===== src/verilog/psc_pkg.sv =====
// package: constants and carriers for the processor supervisor companion
`default_nettype none
package psc_pkg;
	// ----------------------------------------
	// clock and timing
	// ----------------------------------------
	localparam int CLK_HZ = 25000000;
	localparam int RST_HOLD_MS = 100;
	localparam int WDT_MIN_MS = 100;
	localparam int WDT_MAX_MS = 3000;
	localparam int CYC_PER_MS = CLK_HZ / 1000;
	localparam int RST_HOLD_CYC = RST_HOLD_MS * CYC_PER_MS;
	localparam int DEB_MS = 10;
	localparam int DEB_CYC = DEB_MS * CYC_PER_MS;
	localparam logic [11:0] WDT_RST_MS = 12'd1000;
	// ----------------------------------------
	// register offsets
	// ----------------------------------------
	localparam logic [7:0] OFS_CTRL = 8'h00;
	localparam logic [7:0] OFS_STAT = 8'h04;
	localparam logic [7:0] OFS_WDT = 8'h08;
	localparam logic [7:0] OFS_KICK = 8'h0c;
	localparam logic [7:0] OFS_EVENT_INPUT_ONE = 8'h10;
	localparam logic [7:0] OFS_EVENT_INPUT_TWO = 8'h14;
	localparam logic [7:0] OFS_SN_LO = 8'h18;
	localparam logic [7:0] OFS_SN_HI = 8'h1c;
	localparam logic [7:0] OFS_IRQ_ST = 8'h20;
	localparam logic [7:0] OFS_IRQ_MSK = 8'h24;
	// ----------------------------------------
	// control fields and reset values
	// ----------------------------------------
	localparam int CTRL_WDT_EN = 0;
	localparam int CTRL_POL1 = 1;
	localparam int CTRL_POL2 = 2;
	localparam int CTRL_SN_LOCK = 3;
	localparam int CTRL_TRIP_LSB = 8;
	localparam int TRIP_W = 4;
	localparam logic [31:0] CTRL_RST = 32'h0000_0000;
	localparam int STAT_SRC_LVD = 0;
	localparam int STAT_SRC_WDT = 1;
	localparam int STAT_SRC_MAN = 2;
	localparam int STAT_PFW = 4;
	localparam int STAT_RST_ACT = 5;
	localparam int IRQ_W = 5;
	localparam int IRQ_LVD = 0;
	localparam int IRQ_WDT = 1;
	localparam int IRQ_MAN = 2;
	localparam int IRQ_PFW = 3;
	localparam int IRQ_CNT = 4;
	localparam logic [1:0] RESP_OKAY = 2'b00;
	localparam logic [1:0] RESP_SLVERR = 2'b10;
	// ----------------------------------------
	// carriers
	// ----------------------------------------
	typedef struct packed {
		logic supply_low;
		logic wdt_expire;
		logic manual;
	} psc_cause_s;
	typedef enum logic [1:0] {
		PSC_IDLE,
		PSC_HOLD,
		PSC_WAIT
	} psc_rst_e;
endpackage : psc_pkg
`default_nettype wire


===== src/verilog/psc_top.sv =====
// supervisor companion: reset control, watchdog, comparator, counters, serial number
`default_nettype none
module psc_top
	import psc_pkg::*;
(
	// clock and reset
	input wire logic aclk,
	input wire logic aresetn,
	// axi4-lite write address
	input wire logic [7:0] s_axi_awaddr,
	input wire logic s_axi_awvalid,
	output logic s_axi_awready,
	// axi4-lite write data
	input wire logic [31:0] s_axi_wdata,
	input wire logic [3:0] s_axi_wstrb,
	input wire logic s_axi_wvalid,
	output logic s_axi_wready,
	// axi4-lite write response
	output logic [1:0] s_axi_bresp,
	output logic s_axi_bvalid,
	input wire logic s_axi_bready,
	// axi4-lite read
	input wire logic [7:0] s_axi_araddr,
	input wire logic s_axi_arvalid,
	output logic s_axi_arready,
	output logic [31:0] s_axi_rdata,
	output logic [1:0] s_axi_rresp,
	output logic s_axi_rvalid,
	input wire logic s_axi_rready,
	// supply monitor and comparator results
	input wire logic [3:0] supply_level,
	input wire logic power_fail_sense_input,
	// event pins
	input wire logic event_input_one,
	input wire logic event_input_two,
	// reset pin, open drain
	input wire logic sys_rst_n_in,
	output logic sys_rst_n_out,
	output logic sys_rst_n_oe,
	// warning and interrupt
	output logic early_fail_warning_output,
	output logic irq
);
	// ----------------------------------------
	// pin synchronisers
	// ----------------------------------------
	logic [3:0] pins_raw;
	logic [3:0] pins_sync;
	// idle-high pins inverted so the synchroniser reset value is their idle level
	assign pins_raw = {!sys_rst_n_in, !power_fail_sense_input, event_input_two, event_input_one};
	genvar gi;
	generate
		for (gi = 0; gi < 4; gi++) begin : g_sync
			psc_sync u_sync (
				.aclk(aclk),
				.aresetn(aresetn),
				.pin_in(pins_raw[gi]),
				.level_out(pins_sync[gi])
			);
		end
	endgenerate

	// ----------------------------------------
	// registers
	// ----------------------------------------
	logic [31:0] ctrl_reg;
	logic [11:0] wdt_ms_reg;
	logic [63:0] sn_reg;
	logic [15:0] cnt_reg [2];
	logic [2:0] src_reg;
	logic [IRQ_W-1:0] irq_st_reg;
	logic [IRQ_W-1:0] irq_msk_reg;
	logic [IRQ_W-1:0] irq_ev;
	logic kick;
	logic src_clr;
	logic [IRQ_W-1:0] irq_clr;

	// ----------------------------------------
	// axi4-lite slave
	// ----------------------------------------
	logic aw_held_reg;
	logic w_held_reg;
	logic [7:0] aw_addr_reg;
	logic [31:0] w_data_reg;
	logic [3:0] w_strb_reg;
	logic wr_go;
	logic wr_hit;

	function automatic logic known_addr(input logic [7:0] a);
		return a inside {OFS_CTRL, OFS_STAT, OFS_WDT, OFS_KICK, OFS_EVENT_INPUT_ONE, OFS_EVENT_INPUT_TWO,
			OFS_SN_LO, OFS_SN_HI, OFS_IRQ_ST, OFS_IRQ_MSK};
	endfunction : known_addr

	function automatic logic [31:0] merge(input logic [31:0] old, input logic [31:0] d,
		input logic [3:0] s);
		logic [31:0] r;
		r = old;
		for (int i = 0; i < 4; i++) begin
			if (s[i]) begin
				r[8*i +: 8] = d[8*i +: 8];
			end
		end
		return r;
	endfunction : merge

	assign s_axi_awready = !aw_held_reg && !s_axi_bvalid;
	assign s_axi_wready = !w_held_reg && !s_axi_bvalid;
	assign wr_go = aw_held_reg && w_held_reg && !s_axi_bvalid;
	assign wr_hit = wr_go && known_addr(aw_addr_reg);

	always_ff @(posedge aclk) begin
		if (!aresetn) begin
			aw_held_reg <= 1'b0;
			w_held_reg <= 1'b0;
			aw_addr_reg <= 8'h00;
			w_data_reg <= 32'h0000_0000;
			w_strb_reg <= 4'h0;
			s_axi_bvalid <= 1'b0;
			s_axi_bresp <= RESP_OKAY;
		end else begin
			if (s_axi_awvalid && s_axi_awready) begin
				aw_held_reg <= 1'b1;
				aw_addr_reg <= {s_axi_awaddr[7:2], 2'b00};
			end
			if (s_axi_wvalid && s_axi_wready) begin
				w_held_reg <= 1'b1;
				w_data_reg <= s_axi_wdata;
				w_strb_reg <= s_axi_wstrb;
			end
			if (wr_go) begin
				aw_held_reg <= 1'b0;
				w_held_reg <= 1'b0;
				s_axi_bvalid <= 1'b1;
				s_axi_bresp <= known_addr(aw_addr_reg) ? RESP_OKAY : RESP_SLVERR;
			end else if (s_axi_bvalid && s_axi_bready) begin
				s_axi_bvalid <= 1'b0;
			end
		end
	end

	assign kick = wr_hit && aw_addr_reg == OFS_KICK;
	assign src_clr = wr_hit && aw_addr_reg == OFS_STAT;
	assign irq_clr = (wr_hit && aw_addr_reg == OFS_IRQ_ST) ? w_data_reg[IRQ_W-1:0] : '0;

	// control, watchdog period, mask
	always_ff @(posedge aclk) begin
		if (!aresetn) begin
			ctrl_reg <= CTRL_RST;
			wdt_ms_reg <= WDT_RST_MS;
			irq_msk_reg <= '0;
		end else if (wr_hit) begin
			if (aw_addr_reg == OFS_CTRL) begin
				ctrl_reg <= merge(ctrl_reg, w_data_reg, w_strb_reg);
				if (ctrl_reg[CTRL_SN_LOCK]) begin
					ctrl_reg[CTRL_SN_LOCK] <= 1'b1;
				end
			end
			if (aw_addr_reg == OFS_WDT) begin
				logic [31:0] m;
				m = merge({20'h00000, wdt_ms_reg}, w_data_reg, w_strb_reg);
				if (m < 32'(WDT_MIN_MS)) begin
					wdt_ms_reg <= 12'(WDT_MIN_MS);
				end else if (m > 32'(WDT_MAX_MS)) begin
					wdt_ms_reg <= 12'(WDT_MAX_MS);
				end else begin
					wdt_ms_reg <= m[11:0];
				end
			end
			if (aw_addr_reg == OFS_IRQ_MSK) begin
				irq_msk_reg <= w_data_reg[IRQ_W-1:0];
			end
		end
	end

	// serial number, refused once locked
	always_ff @(posedge aclk) begin
		if (!aresetn) begin
			sn_reg <= 64'h0000_0000_0000_0000;
		end else if (wr_hit && !ctrl_reg[CTRL_SN_LOCK]) begin
			if (aw_addr_reg == OFS_SN_LO) begin
				sn_reg[31:0] <= merge(sn_reg[31:0], w_data_reg, w_strb_reg);
			end
			if (aw_addr_reg == OFS_SN_HI) begin
				sn_reg[63:32] <= merge(sn_reg[63:32], w_data_reg, w_strb_reg);
			end
		end
	end

	// ----------------------------------------
	// manual reset debounce
	// ----------------------------------------
	logic [19:0] deb_cnt_reg;
	logic man_reg;
	logic man_prev_reg;
	logic pin_low_ext;
	// own drive excluded so the block cannot latch itself
	assign pin_low_ext = pins_sync[3] && !sys_rst_n_oe;
	always_ff @(posedge aclk) begin
		if (!aresetn) begin
			deb_cnt_reg <= '0;
			man_reg <= 1'b0;
			man_prev_reg <= 1'b0;
		end else begin
			man_prev_reg <= man_reg;
			if (pin_low_ext == man_reg) begin
				deb_cnt_reg <= '0;
			end else if (deb_cnt_reg == 20'(DEB_CYC - 1)) begin
				man_reg <= pin_low_ext;
				deb_cnt_reg <= '0;
			end else begin
				deb_cnt_reg <= deb_cnt_reg + 20'd1;
			end
		end
	end

	// ----------------------------------------
	// watchdog
	// ----------------------------------------
	logic [14:0] ms_cnt_reg;
	logic ms_tick;
	logic [11:0] wdt_cnt_reg;
	logic wdt_fire;
	logic rst_active;
	assign ms_tick = ms_cnt_reg == 15'(CYC_PER_MS - 1);
	always_ff @(posedge aclk) begin
		if (!aresetn || ms_tick) begin
			ms_cnt_reg <= '0;
		end else begin
			ms_cnt_reg <= ms_cnt_reg + 15'd1;
		end
	end
	assign wdt_fire = ctrl_reg[CTRL_WDT_EN] && ms_tick && !kick && !rst_active
		&& wdt_cnt_reg >= wdt_ms_reg - 12'd1;
	always_ff @(posedge aclk) begin
		if (!aresetn || kick || !ctrl_reg[CTRL_WDT_EN] || rst_active) begin
			wdt_cnt_reg <= '0;
		end else if (ms_tick) begin
			wdt_cnt_reg <= wdt_fire ? 12'd0 : wdt_cnt_reg + 12'd1;
		end
	end

	// ----------------------------------------
	// reset sequencer
	// ----------------------------------------
	psc_rst_e st_reg;
	logic [21:0] hold_cnt_reg;
	logic supply_low;
	psc_cause_s cause;
	assign supply_low = supply_level < ctrl_reg[CTRL_TRIP_LSB +: TRIP_W];
	assign cause = '{supply_low: supply_low, wdt_expire: wdt_fire,
		manual: man_reg && !man_prev_reg};
	assign rst_active = st_reg != PSC_IDLE;
	always_ff @(posedge aclk) begin
		if (!aresetn) begin
			st_reg <= PSC_IDLE;
			hold_cnt_reg <= '0;
		end else begin
			unique case (st_reg)
				PSC_IDLE: begin
					if (cause.supply_low) begin
						st_reg <= PSC_WAIT;
					end else if (cause.wdt_expire || cause.manual) begin
						st_reg <= PSC_HOLD;
						hold_cnt_reg <= '0;
					end
				end
				PSC_WAIT: begin
					hold_cnt_reg <= '0;
					if (!supply_low) begin
						st_reg <= PSC_HOLD;
					end
				end
				PSC_HOLD: begin
					if (supply_low) begin
						st_reg <= PSC_WAIT;
					end else if (hold_cnt_reg == 22'(RST_HOLD_CYC - 1)) begin
						st_reg <= PSC_IDLE;
					end else begin
						hold_cnt_reg <= hold_cnt_reg + 22'd1;
					end
				end
			endcase
		end
	end
	// open drain: drive low only, pull-up outside
	assign sys_rst_n_out = 1'b0;
	always_ff @(posedge aclk) begin
		if (!aresetn) begin
			sys_rst_n_oe <= 1'b0;
		end else begin
			sys_rst_n_oe <= st_reg != PSC_IDLE || cause.supply_low;
		end
	end

	// source flags, set wins over clear
	always_ff @(posedge aclk) begin
		if (!aresetn) begin
			src_reg <= '0;
		end else if (st_reg == PSC_IDLE && (cause.supply_low || cause.wdt_expire
			|| cause.manual)) begin
			src_reg <= {cause.manual, cause.wdt_expire, cause.supply_low};
		end else if (src_clr) begin
			src_reg <= src_reg & ~w_data_reg[2:0];
		end
	end

	// ----------------------------------------
	// comparator warning and event counters
	// ----------------------------------------
	logic [1:0] ev_prev_reg;
	logic [1:0] ev_hit;
	logic pfw_prev_reg;
	always_ff @(posedge aclk) begin
		if (!aresetn) begin
			early_fail_warning_output <= 1'b0;
			pfw_prev_reg <= 1'b0;
		end else begin
			early_fail_warning_output <= pins_sync[2];
			pfw_prev_reg <= early_fail_warning_output;
		end
	end
	generate
		for (gi = 0; gi < 2; gi++) begin : g_cnt
			logic pol;
			assign pol = ctrl_reg[CTRL_POL1 + gi];
			// pol 1: falling edge, pol 0: rising edge
			assign ev_hit[gi] = pol ? (ev_prev_reg[gi] && !pins_sync[gi])
				: (!ev_prev_reg[gi] && pins_sync[gi]);
			always_ff @(posedge aclk) begin
				if (!aresetn) begin
					ev_prev_reg[gi] <= 1'b0;
					cnt_reg[gi] <= '0;
				end else begin
					ev_prev_reg[gi] <= pins_sync[gi];
					if (wr_hit && aw_addr_reg == (gi == 0 ? OFS_EVENT_INPUT_ONE : OFS_EVENT_INPUT_TWO)) begin
						cnt_reg[gi] <= w_data_reg[15:0];
					end else if (ev_hit[gi]) begin
						cnt_reg[gi] <= cnt_reg[gi] + 16'd1;
					end
				end
			end
		end
	endgenerate
	// counters sit in this block's always-on domain

	// ----------------------------------------
	// interrupts
	// ----------------------------------------
	assign irq_ev = {|ev_hit, early_fail_warning_output && !pfw_prev_reg,
		cause.manual, cause.wdt_expire, cause.supply_low && st_reg == PSC_IDLE};
	always_ff @(posedge aclk) begin
		if (!aresetn) begin
			irq_st_reg <= '0;
			irq <= 1'b0;
		end else begin
			irq_st_reg <= (irq_st_reg & ~irq_clr) | irq_ev;
			irq <= |(irq_st_reg & irq_msk_reg);
		end
	end

	// ----------------------------------------
	// read channel
	// ----------------------------------------
	logic [31:0] rd_mux;
	always_comb begin
		rd_mux = 32'h0000_0000;
		unique case (s_axi_araddr[7:2])
			OFS_CTRL[7:2]: rd_mux = ctrl_reg;
			OFS_STAT[7:2]: begin
				rd_mux[2:0] = src_reg;
				rd_mux[STAT_PFW] = early_fail_warning_output;
				rd_mux[STAT_RST_ACT] = rst_active;
			end
			OFS_WDT[7:2]: rd_mux[11:0] = wdt_ms_reg;
			OFS_EVENT_INPUT_ONE[7:2]: rd_mux[15:0] = cnt_reg[0];
			OFS_EVENT_INPUT_TWO[7:2]: rd_mux[15:0] = cnt_reg[1];
			OFS_SN_LO[7:2]: rd_mux = sn_reg[31:0];
			OFS_SN_HI[7:2]: rd_mux = sn_reg[63:32];
			OFS_IRQ_ST[7:2]: rd_mux[IRQ_W-1:0] = irq_st_reg;
			OFS_IRQ_MSK[7:2]: rd_mux[IRQ_W-1:0] = irq_msk_reg;
			default: rd_mux = 32'h0000_0000;
		endcase
	end
	assign s_axi_arready = !s_axi_rvalid;
	always_ff @(posedge aclk) begin
		if (!aresetn) begin
			s_axi_rvalid <= 1'b0;
			s_axi_rdata <= 32'h0000_0000;
			s_axi_rresp <= RESP_OKAY;
		end else if (s_axi_arvalid && s_axi_arready) begin
			s_axi_rvalid <= 1'b1;
			s_axi_rdata <= rd_mux;
			s_axi_rresp <= known_addr({s_axi_araddr[7:2], 2'b00}) ? RESP_OKAY : RESP_SLVERR;
		end else if (s_axi_rready) begin
			s_axi_rvalid <= 1'b0;
		end
	end
endmodule : psc_top
`default_nettype wire


===== src/verilog/psc_sync.sv =====
// three-stage pin synchroniser with agreement on the last two stages
`default_nettype none
module psc_sync
	import psc_pkg::*;
(
	// clock and reset
	input wire logic aclk,
	input wire logic aresetn,
	// pin and result
	input wire logic pin_in,
	output logic level_out
);
	logic s1_reg;
	logic s2_reg;
	logic s3_reg;
	always_ff @(posedge aclk) begin
		if (!aresetn) begin
			s1_reg <= 1'b0;
			s2_reg <= 1'b0;
			s3_reg <= 1'b0;
			level_out <= 1'b0;
		end else begin
			s1_reg <= pin_in;
			s2_reg <= s1_reg;
			s3_reg <= s2_reg;
			if (s2_reg == s3_reg) begin
				level_out <= s3_reg;
			end
		end
	end
endmodule : psc_sync
`default_nettype wire


===== config.mk =====
export PLATFORM = sky130hd
export DESIGN_NAME = psc_top
export DESIGN_NICKNAME = d
export VERILOG_FILES = /design/src/verilog/psc_pkg.sv /design/src/verilog/psc_top.sv /design/src/verilog/psc_sync.sv
export SDC_FILE = /design/constraint.sdc
export NUM_CORES = 1
export LEC_CHECK = 0
export ABC_AREA = 1
export BUFFER_PORTS_ARGS = -buffer_cell sky130_fd_sc_hd__buf_2
export CAP_MARGIN = 20
export CELL_PAD_IN_SITES_DETAIL_PLACEMENT = 2
export CELL_PAD_IN_SITES_GLOBAL_PLACEMENT = 2
export CORE_MARGIN = 2
export CORE_UTILIZATION = 30
export DETAILED_ROUTE_END_ITERATION = 7
export GPL_ROUTABILITY_DRIVEN = 1
export PLACE_DENSITY_LB_ADDON = 0.1
export SLEW_MARGIN = 20
export SYNTH_ARGS = -nofsm -noshare
export SYNTH_HDL_FRONTEND = slang
export SYNTH_SLANG_ARGS = --single-unit

===== constraint.sdc =====
create_clock -name aclk -period 2.65 [get_ports aclk]
set_input_delay 0.1325 -clock aclk [delete_from_list [all_inputs] [get_ports aclk]]
set_output_delay 0.1325 -clock aclk [all_outputs]
set_load 0.01 [all_outputs]

==> results of run 1 <==
-- synth_stat cells, drive strengths merged, types with 25 or more instances --
cell,count
nand3,86
o21ai,241
ha,25
clkbuf,41
a21oi,246
buf,44
inv,283
nor3,32
xor2,42
nand2,379
nor2,224
edfxtp,32
nand4,52
dfxtp,296
-- layout make-up --
type                    instances  share of cell area (%)
clock buffers                  61                    6.26
clock inverters                10                   0.425
multi-input cells            1453                    38.9
repair buffers                254                    9.63
well taps                     688                    4.37
flip-flops and latches        328                    34.9
inverters                     287                    5.49
-- metal layers --
metal | GRT usage, % | wire [µm] | up-vias
met5 | 0 | 0 | -
li1 | - | - | 7564
met2 | 39.6 | 30400 | 214
met3 | 2.70 | 1600 | 81
met1 | 30.8 | 30200 | 7843
met4 | 6.31 | 1610 | 0
-- placed cells by master, fill, tap and decap left out, drive strengths merged, types with 4 or more instances in the layout --
| master | netlist | final |
|---|---|---|
| nand2 | 379 | 380 |
| dfxtp | 296 | 296 |
| inv | 283 | 284 |
| a21oi | 246 | 246 |
| o21ai | 241 | 241 |
| nor2 | 224 | 224 |
| buf | 44 | 206 |
| nand3 | 86 | 86 |
| clkbuf | 41 | 62 |
| nand4 | 52 | 52 |
| dlygate4sd3 | 0 | 47 |
| xor2 | 42 | 42 |
| edfxtp | 32 | 32 |
| nor3 | 32 | 32 |
| ha | 25 | 25 |
| o22ai | 22 | 22 |
| a22oi | 12 | 12 |
| xnor2 | 11 | 11 |
| clkinv | 4 | 10 |
| nor4 | 9 | 9 |
| o211ai | 9 | 9 |
| nor3b | 9 | 9 |
| a221oi | 8 | 8 |
| a31oi | 6 | 6 |
| or2 | 5 | 5 |
| and2 | 4 | 4 |
| o221ai | 4 | 4 |
| o21bai | 4 | 4 |
| a211oi | 4 | 4 |
-- stage by stage --
step	setup TNS, ns	utilization, %
after floorplan	0	-
after global placement	-10.99	33.4
after detailed placement	-17.12	33.4
after CTS	-7.00	37.3
after global routing	-16.62	37.6
final	-5.55	37.6
-- kinds of logic (layout without fill, tap and decap cells) --
family | after synthesis | in the layout
AO/OA/AOI/OAI | 565 | 565
AND/OR/NAND/NOR | 806 | 807
other | 1 | 3
buffers and inverters | 372 | 612
adder cells (fa/ha/maj) | 25 | 25
XOR/XNOR | 53 | 53
flip-flops | 328 | 328
-- repair_timing --
item,4_1_cts,5_1_grt
pin swaps,11,14
setup buffers,13,2
cloned,1,2
hold buffers,47,0
setup endpoints to repair,45,40
hold endpoints to repair,48,0
gates resized for setup,36,32
-- worst paths after layout --
check	start	endpoint	slack [ns]	cells after the start
min reg2reg	g_sync[2].u_sync.s1_reg	g_sync[2].u_sync.s2_reg	0.42	2
min	s_axi_wdata[23]	w_data_reg[23]	0.05	3
max reg2reg	wdt_ms_reg[1]	wdt_cnt_reg[0]	-0.20	19
max	wdt_ms_reg[1]	wdt_cnt_reg[0]	-0.20	19
-- power by group through the flow --
stage	combinational, W	sequential, W	clock, W
after floorplan	0.000961	0.00538	0
final	0.00187	0.00535	0.00560
after detailed placement	0.00159	0.00545	0
after CTS	0.00179	0.00535	0.00576
after global routing	0.00204	0.00537	0.00598
after global placement	0.00155	0.00545	0
-- worst max-delay path: stages (launching register included) --
cell and delay [ns]:
dfxtp_2 0.32, nor2_2 0.12, nand2_2 0.07, nor2_2 0.11
nand2_2 0.09, nor3_4 0.14, nand3_2 0.13, nor3_2 0.14
xnor2_1 0.14, ha_1 0.28, nand2_2 0.10, nor2_2 0.05
and2_1 0.12, nand2_1 0.07, nand3_2 0.11, nand2_4 0.14
buf_4 0.13, buf_8 0.12, nand2_8 0.08, o31ai_2 0.28
==> impl_metrics.tcl, run 1 <==
set metrics [dict create \
    status "finished with violations" \
    violations "setup timing" \
    fp-row-count 84 \
    grt_pass1_vias 16700 \
    drt_pre_antenna_iters 5 \
    seq_area_frac_synth_pct 43.4 \
    io_pins 112 \
    fillers 6042 \
    multi_input_area_mm2 0.00767 \
    seqCellArea_mm2 0.00689 \
    cp.arrival_ns 3.31 \
    antenna_cells 0 \
    synth_top_area_share_pct 37.3 \
    setup_viol 39 \
    synthMuxAreaShare_pct 0 \
    drive_gt1_share_pct 15.5 \
    worstPathRequired_ns 3.12 \
    area_growth_pct 24.3 \
    drtIter0Drc 700 \
    cts_tree "done" \
    rsz0062_at_grt "true" \
    min_period_ns 2.85 \
    maxCapViolCount 0 \
    finClkSkew_ns 0.0169 \
    place_inst 2947 \
    yosysUniqueCellTypes 60 \
    yosysWarnings 0 \
    power.internal_w 0.00915 \
    hp-class "input port to flop" \
    syn_area_mm2 0.0159 \
    netlist_instances 2150 \
    cts_max_level 2 \
    p_total_w 0.0128 \
    crit_fanout 5 \
    clk_pin_slew_ns 0.06 \
    overflow 0 \
    cts-root-buf "clkbuf_16" \
    synthXorXnorAreaFrac_pct 2.93 \
    synth-async-reset-ratio_pct 0 \
    nets 2458 \
    yosys.area_share.adder_pct 1.97 \
    ys_ff_latch 328 \
    track_usage_pct 23.1 \
    hold_viol 0 \
    timing.final.ws_setup_ns -0.196 \
    synth_compound_area_share_pct 19.1 \
    syn_avg_cell_area_um2 7.38 \
    viasPerCell 5.10 \
    worstSkewPairLatency_ns 0.56 \
    whs_ns 0.0453 \
    start_kind "flop" \
    peakVddDrop_mv 0.363 \
    maxSlewHeadroom_pct 9.12 \
    max_freq_mhz 351 \
    die_w_um 234 \
    comb_power_share_pct 14.6 \
    vias 15700 \
    crit_path_end_kind "flop" \
    wl_per_cell_um 20.7 \
    core_mm2 0.0524 \
    drc 0 \
    stdcell_area_mm2 0.0197 \
    die_y_um 234 \
    clock_sinks 328 \
    cts.path.max_buffers 3 \
    dpl-instance-area_mm2 0.0175 \
    critPathKind "flop to flop" \
    synthTopCellsByArea "dfxtp_1, nand2_1, a21oi_1" \
    antenna_found_initial 0 \
    pwr-share-seq_pct 41.7 \
    synth_edf_count 32 \
    slew_violations 0 \
    fin_crit_sh_pct 107 \
    drt-total-wl_mm 63.8 \
    place_hpwl_mm 46.3 \
    tightest_slew_ns 1.35 \
    synth_top_family_by_area "simple AND/OR/NAND/NOR gates" \
    grt_max_degree 138 \
    place_ws_ns -0.509 \
    p_sw_w 0.00367 \
    synth_ff_type "dfxtp_1" \
    cts-buffers-inserted 42 \
    io_buffers 104 \
    p_clk_share_pct 43.7 \
    p_leak_nw 7.70 \
    stdcell_count 3081 \
    start_util_pct 30.3 \
    ant_nets 0 \
    p_sw_share_pct 28.6 \
    gp_congestion 0.826 \
    grt_pass1_wl_mm 97.7 \
    synth_top_cell_by_area "dfxtp_1" \
    synth-simple-area-share_pct 22.9 \
    die_area_mm2 0.0547 \
    p_per_area_mw_per_mm2 650 \
    largest_reg_flops 64 \
]
Note: power is estimated with default switching activity, not from simulation.
==> inputs of run 2 (changes only) <==
==> constraint.sdc (replaced) <==
create_clock -name aclk -period 2.65 [get_ports aclk]
set_input_delay 0.265 -clock aclk [delete_from_list [all_inputs] [get_ports aclk]]
set_output_delay 0.265 -clock aclk [all_outputs]
set_load 0.01 [all_outputs]
==> impl_metrics.tcl, run 2 (same netlist as run 1, synthesis figures left out) <==
set metrics [dict create \
    largest_reg_flops 64 \
    slew_violations 0 \
    gp_congestion 0.840 \
    cts-buffers-inserted 42 \
    reg2regPathDepth 21 \
    timing.rr.end "hold_cnt_reg[18]" \
    start_util_pct 30.3 \
    regToRegStartpoint "wdt_ms_reg[2]" \
    die_y_um 234 \
    drive_gt1_share_pct 17.4 \
    die_area_mm2 0.0547 \
    grt_max_degree 141 \
    antenna_found_initial 0 \
    finClkSkew_ns 0.0144 \
    ant_nets 0 \
    nets 2429 \
    worstSkewPairLatency_ns 0.57 \
    p_per_area_mw_per_mm2 674 \
    crit_path_end_kind "flop" \
    antenna_cells 0 \
    cp.arrival_ns 3.28 \
    hold_viol 0 \
    io_pins 112 \
    wl_per_cell_um 20.9 \
    io_buffers 104 \
    stdcell_count 3058 \
    maxCapViolCount 0 \
    area_growth_pct 24.9 \
    die_w_um 234 \
    hold_depth 3 \
    drt-total-wl_mm 64.0 \
    tightest_slew_ns 1.32 \
    cts_max_level 2 \
    crit_fanout 6 \
    p_leak_nw 7.76 \
    start_kind "flop" \
    critPathKind "flop to flop" \
    grt_pass1_vias 16700 \
    min_period_ns 2.85 \
    setup_viol 38 \
    clk_pin_slew_ns 0.06 \
    maxSlewHeadroom_pct 11.2 \
    dpl-instance-area_mm2 0.0175 \
    viasPerCell 5.08 \
    violations "setup timing" \
    overflow 0 \
    worstPathRequired_ns 3.08 \
    hp-start "s_axi_wdata[9]" \
    cts-root-buf "clkbuf_16" \
    core_mm2 0.0524 \
    drc 0 \
    cts_tree "done" \
    fin_util_pct 37.8 \
    stdcell_area_mm2 0.0198 \
    grt_pass1_wl_mm 98.1 \
    drtIter0Drc 682 \
    fp-row-count 84 \
    drt_pre_antenna_iters 4 \
    vias 15500 \
    track_usage_pct 23.2 \
    whs_endpoint "w_data_reg[9]" \
    place_hpwl_mm 46.5 \
    clock_sinks 328 \
    reg2reg_slack_ns -0.20 \
    peakVddDrop_mv 0.359 \
    fin_crit_sh_pct 108 \
    rsz0062_at_grt "true" \
    final_common_cell "nand2_1" \
    max_freq_mhz 351 \
    status "finished with violations" \
    timing.final.ws_setup_ns -0.201 \
    hp-class "input port to flop" \
    place_inst 2942 \
    cts.path.max_buffers 3 \
    layout_common_cells "nand2_1, dfxtp_1, inv_1" \
]
## run 2: cell count changes in the layout (fill, tap and decap cells not counted), moves of 3 or more
cell	change
clkbuf_8	+9
buf_4	-5
nand2_4	+20
a21oi_2	+16
a21oi_1	-16
buf_6	-3
dlygate4sd3_1	-23
nand2_1	-20
## run 2: how the worst max path moves through the flow
stage | startpoint | to | slack, ns | cells after the start
2_1_floorplan | wdt_ms_reg[2] | hold_cnt_reg[0] | 0.003 | 20
3_3_place_gp | wdt_ms_reg[1] | st_reg[0] | -0.32 | 19
3_5_place_dp | wdt_ms_reg[1] | st_reg[1] | -0.46 | 19
4_1_cts | wdt_ms_reg[1] | st_reg[1] | -0.24 | 20
5_1_grt | wdt_ms_reg[1] | st_reg[1] | -0.45 | 20
6_report | wdt_ms_reg[2] | hold_cnt_reg[18] | -0.20 | 21
## run 2: report_power, final
part           total, W  switching, W  internal (W)  leakage (nW)
Combinational   0.00197       0.00130      0.000667          4.31
Sequential      0.00536      0.000191       0.00516          2.73
Clock           0.00604       0.00233       0.00371         0.719
## run 2: critical path: stages, from the launching register on
cell and delay, ns:
dfxtp_1 0.33, buf_6 0.14, nor2_4 0.11, nand3_1 0.10, inv_2 0.10, nand3_4 0.09, nor2_4 0.11, nand3_2 0.08
xor2_1 0.16, inv_1 0.06, ha_1 0.29, nand2_2 0.07, nor2_2 0.11, and2_1 0.13, nand2_1 0.07, nand3_2 0.10
nand2_4 0.09, nand3_4 0.10, nand3_4 0.14, clkbuf_16 0.23, nand2_4 0.06, a21oi_2 0.05
## run 2: area by class of cell
class                   count  area [µm²]
fillers                  6010       32600
multi-input cells        1453        7900
flip-flops and latches    328        6890
repair buffers            225        1630
clock buffers              67        1330
inverters                 287        1080
well taps                 688         861
clock inverters            10         130
## run 2: per-stage QoR
step	power [W]	TNS, ns	hold WS (ns)	setup WS [ns]
3_5_place_dp	0.00707	-14.14	0.409	-0.459
6_report	0.0134	-5.86	0.0215	-0.201
3_3_place_gp	0.00701	-9.79	0.398	-0.321
2_1_floorplan	0.00634	0	0.337	0.00279
4_1_cts	0.0132	-5.71	0.00410	-0.239
5_1_grt	0.0139	-13.92	0.0258	-0.447
## run 2: metal layers
metal  vias up  track usage (%)  routed length, µm
met5         -                0                  0
met4         0             5.08               1180
met3        67             3.06               1740
met2       193             40.8              31400
met1      7778             30.0              29600
li1       7501                -                  -
## run 2: what timing repair did
action                                 in CTS  in global routing
setup buffers                               7                  5
cloned                                      0                  4
pin swaps                                  13                 16
hold buffers                               24                  0
resized for setup                          24                 97
endpoints found under the hold margin      24                  0
setup endpoints to repair                  40                 40
==> inputs of run 3 (changes only) <==
--- a/constraint.sdc
+++ b/constraint.sdc
@@ -3,2 +3,2 @@
 set_output_delay 0.265 -clock aclk [all_outputs]
-set_load 0.01 [all_outputs]
+set_load 0.1 [all_outputs]
==> impl_metrics.tcl, run 3 (same netlist as run 1, synthesis figures left out) <==
set metrics [dict create \
    hp-class "input port to flop" \
    hold_depth 3 \
    drtIter0Drc 695 \
    start_util_pct 30.3 \
    min_period_ns 3.12 \
    reg2regPathDepth 21 \
    cts.path.max_buffers 3 \
    critical_path_buf_inv_count 2 \
    grt_pass1_vias 16800 \
    crit_fanout 6 \
    fp-row-count 84 \
    cp.depth 21 \
    hold_viol 0 \
    viasPerCell 5.12 \
    die_y_um 234 \
    drive_gt1_share_pct 16.6 \
    regToRegStartpoint "wdt_ms_reg[2]" \
    power.internal_w 0.00927 \
    track_usage_pct 23.0 \
    grt_max_degree 93 \
    cpMostUsedCell "nand2_2" \
    reg2reg_slack_ns -0.47 \
    drc 0 \
    antenna_found_initial 2 \
    tightest_slew_ns 0.926 \
    crit_family "simple AND/OR/NAND/NOR gates" \
    final_common_cell "nand2_1" \
    rsz0062_at_grt "true" \
    stdcell_area_mm2 0.0197 \
    crit_chain "nor2_4 -> nand2_2 -> nor2_2 -> nand2_2 -> nor3_4 -> nand3_2 -> buf_6 -> xor2_1 -> ha_1 -> nand2_2 -> nor2_2 -> and2_4 -> nand2_2 -> nand3_2 -> nand2_4 -> nand3_4 -> nand3_4 -> buf_12 -> nand2_2 -> nand2_1 -> nor2_1" \
    cts_max_level 2 \
    slowest_stage "ha_1" \
    fin_crit_sh_pct 118 \
    drt-total-wl_mm 63.4 \
    overflow 0 \
    ant_nets 0 \
    whs_endpoint "w_data_reg[29]" \
    worstPathRequired_ns 3.16 \
    p_per_area_mw_per_mm2 672 \
    status "finished with violations" \
    max_stage_delay_ns 0.35 \
    clk_pin_slew_ns 0.06 \
    die_w_um 234 \
    cts_tree "done" \
    hp-start "s_axi_wdata[29]" \
    finClkSkew_ns 0.0122 \
    die_area_mm2 0.0547 \
    p_sw_w 0.00399 \
    place_inst 2947 \
    slew_violations 0 \
    io_buffers 104 \
    drt_pre_antenna_iters 5 \
    p_sw_share_pct 30.1 \
    cts-buffers-inserted 42 \
    p_clk_share_pct 43.7 \
    critPathKind "flop to flop" \
    pwr-share-seq_pct 40.3 \
    start_kind "flop" \
    grt_pass1_wl_mm 97.0 \
    max_freq_mhz 321 \
    place_hpwl_mm 45.7 \
    place_ws_ns -0.383 \
    cp.arrival_ns 3.63 \
    comb_power_share_pct 16.0 \
    timing.final.ws_setup_ns -0.469 \
    dpl-instance-area_mm2 0.0176 \
    timing.rr.end "hold_cnt_reg[0]" \
    setup_viol 40 \
    gp_congestion 0.830 \
    violations "setup timing" \
    wl_per_cell_um 20.6 \
    area_growth_pct 24.4 \
    largest_reg_flops 64 \
    vias 15800 \
    crit_path_end_kind "flop" \
    nets 2446 \
    clock_sinks 328 \
    maxSlewHeadroom_pct 38.3 \
    layout_common_cells "nand2_1, dfxtp_1, inv_1" \
    peakVddDrop_mv 0.374 \
    core_mm2 0.0524 \
    p_leak_nw 7.70 \
    io_pins 112 \
    cts-root-buf "clkbuf_16" \
    maxCapViolCount 0 \
    stdcell_count 3075 \
    worstSkewPairLatency_ns 0.58 \
]
run 3: cell count changes in the layout (fill, tap and decap cells not counted), sizes merged:
cell	previous run	this run
clkinv	9	15
clkbuf	69	63
buf	199	205
dlygate4sd3	24	35
bufinv	3	2
diode	0	1
run 3: power by group through the flow:
stage / Combinational, W / Sequential [W] / Clock [W]
CTS: 0.00184 / 0.00534 / 0.00595
global placement: 0.00173 / 0.00544 / 0
global route: 0.00229 / 0.00536 / 0.00615
finish: 0.00213 / 0.00534 / 0.00579
detailed placement: 0.00179 / 0.00545 / 0
floorplan: 0.00101 / 0.00553 / 0
run 3: worst max-delay path by stage:
stage / startpoint / to / slack [ns]
finish: wdt_ms_reg[2] / hold_cnt_reg[0] / -0.47
global placement: wdt_ms_reg[1] / wdt_cnt_reg[11] / -0.24
CTS: wdt_ms_reg[1] / hold_cnt_reg[0] / -0.23
detailed placement: wdt_ms_reg[1] / hold_cnt_reg[0] / -0.38
global route: wdt_ms_reg[2] / hold_cnt_reg[0] / -0.68
floorplan: wdt_ms_reg[2] / hold_cnt_reg[0] / 0.003
run 3: metal layers:
metal | GRT usage (%) | up-vias | routed length (µm)
li1 | - | 7526 | -
met1 | 30.1 | 7879 | 29100
met2 | 39.1 | 250 | 30300
met3 | 2.98 | 94 | 2040
met4 | 7.52 | 2 | 1940
met5 | 0 | - | 11
run 3: layout make-up:
type                    count  area [µm²]
diodes                      1        2.50
clock buffers              61        1220
clock inverters            15         144
fillers                  6107       32700
inverters                 287        1090
multi-input cells        1453        7740
flip-flops and latches    328        6890
well taps                 688         861
repair buffers            242        1790
run 3: stage by stage:
step / utilization [%] / setup TNS [ns] / hold slack, ns / total power [W]
after detailed placement: 33.5 / -13.03 / 0.409 / 0.00723
after CTS: 37.0 / -6.26 / 0.00163 / 0.0131
after floorplan: - / 0 / 0.337 / 0.00654
final: 37.6 / -15.51 / 0.0286 / 0.0133
after global routing: 37.6 / -23.29 / 0.0265 / 0.0138
after global placement: 33.5 / -7.51 / 0.398 / 0.00717
run 3: worst register-to-register path: cells and delay by family, from the launching register on:
| kind | cells | cell delay (ns) |
|---|---|---|
| and+or+nand+nor | 17 | 1.91 |
| adders and majority gates | 1 | 0.35 |
| xor gates and xnor gates | 1 | 0.14 |
| DFF | 1 | 0.34 |
| buffers and inverters | 2 | 0.35 |
run 3: timing repair:
action / CTS / global route
resized for setup: 18 / 65
cloned: 1 / 3
hold endpoints to repair: 35 / 0
setup endpoints to repair: 40 / 40
pin swaps: 6 / 19
hold buffers: 35 / 0
buffers inserted: 4 / 9
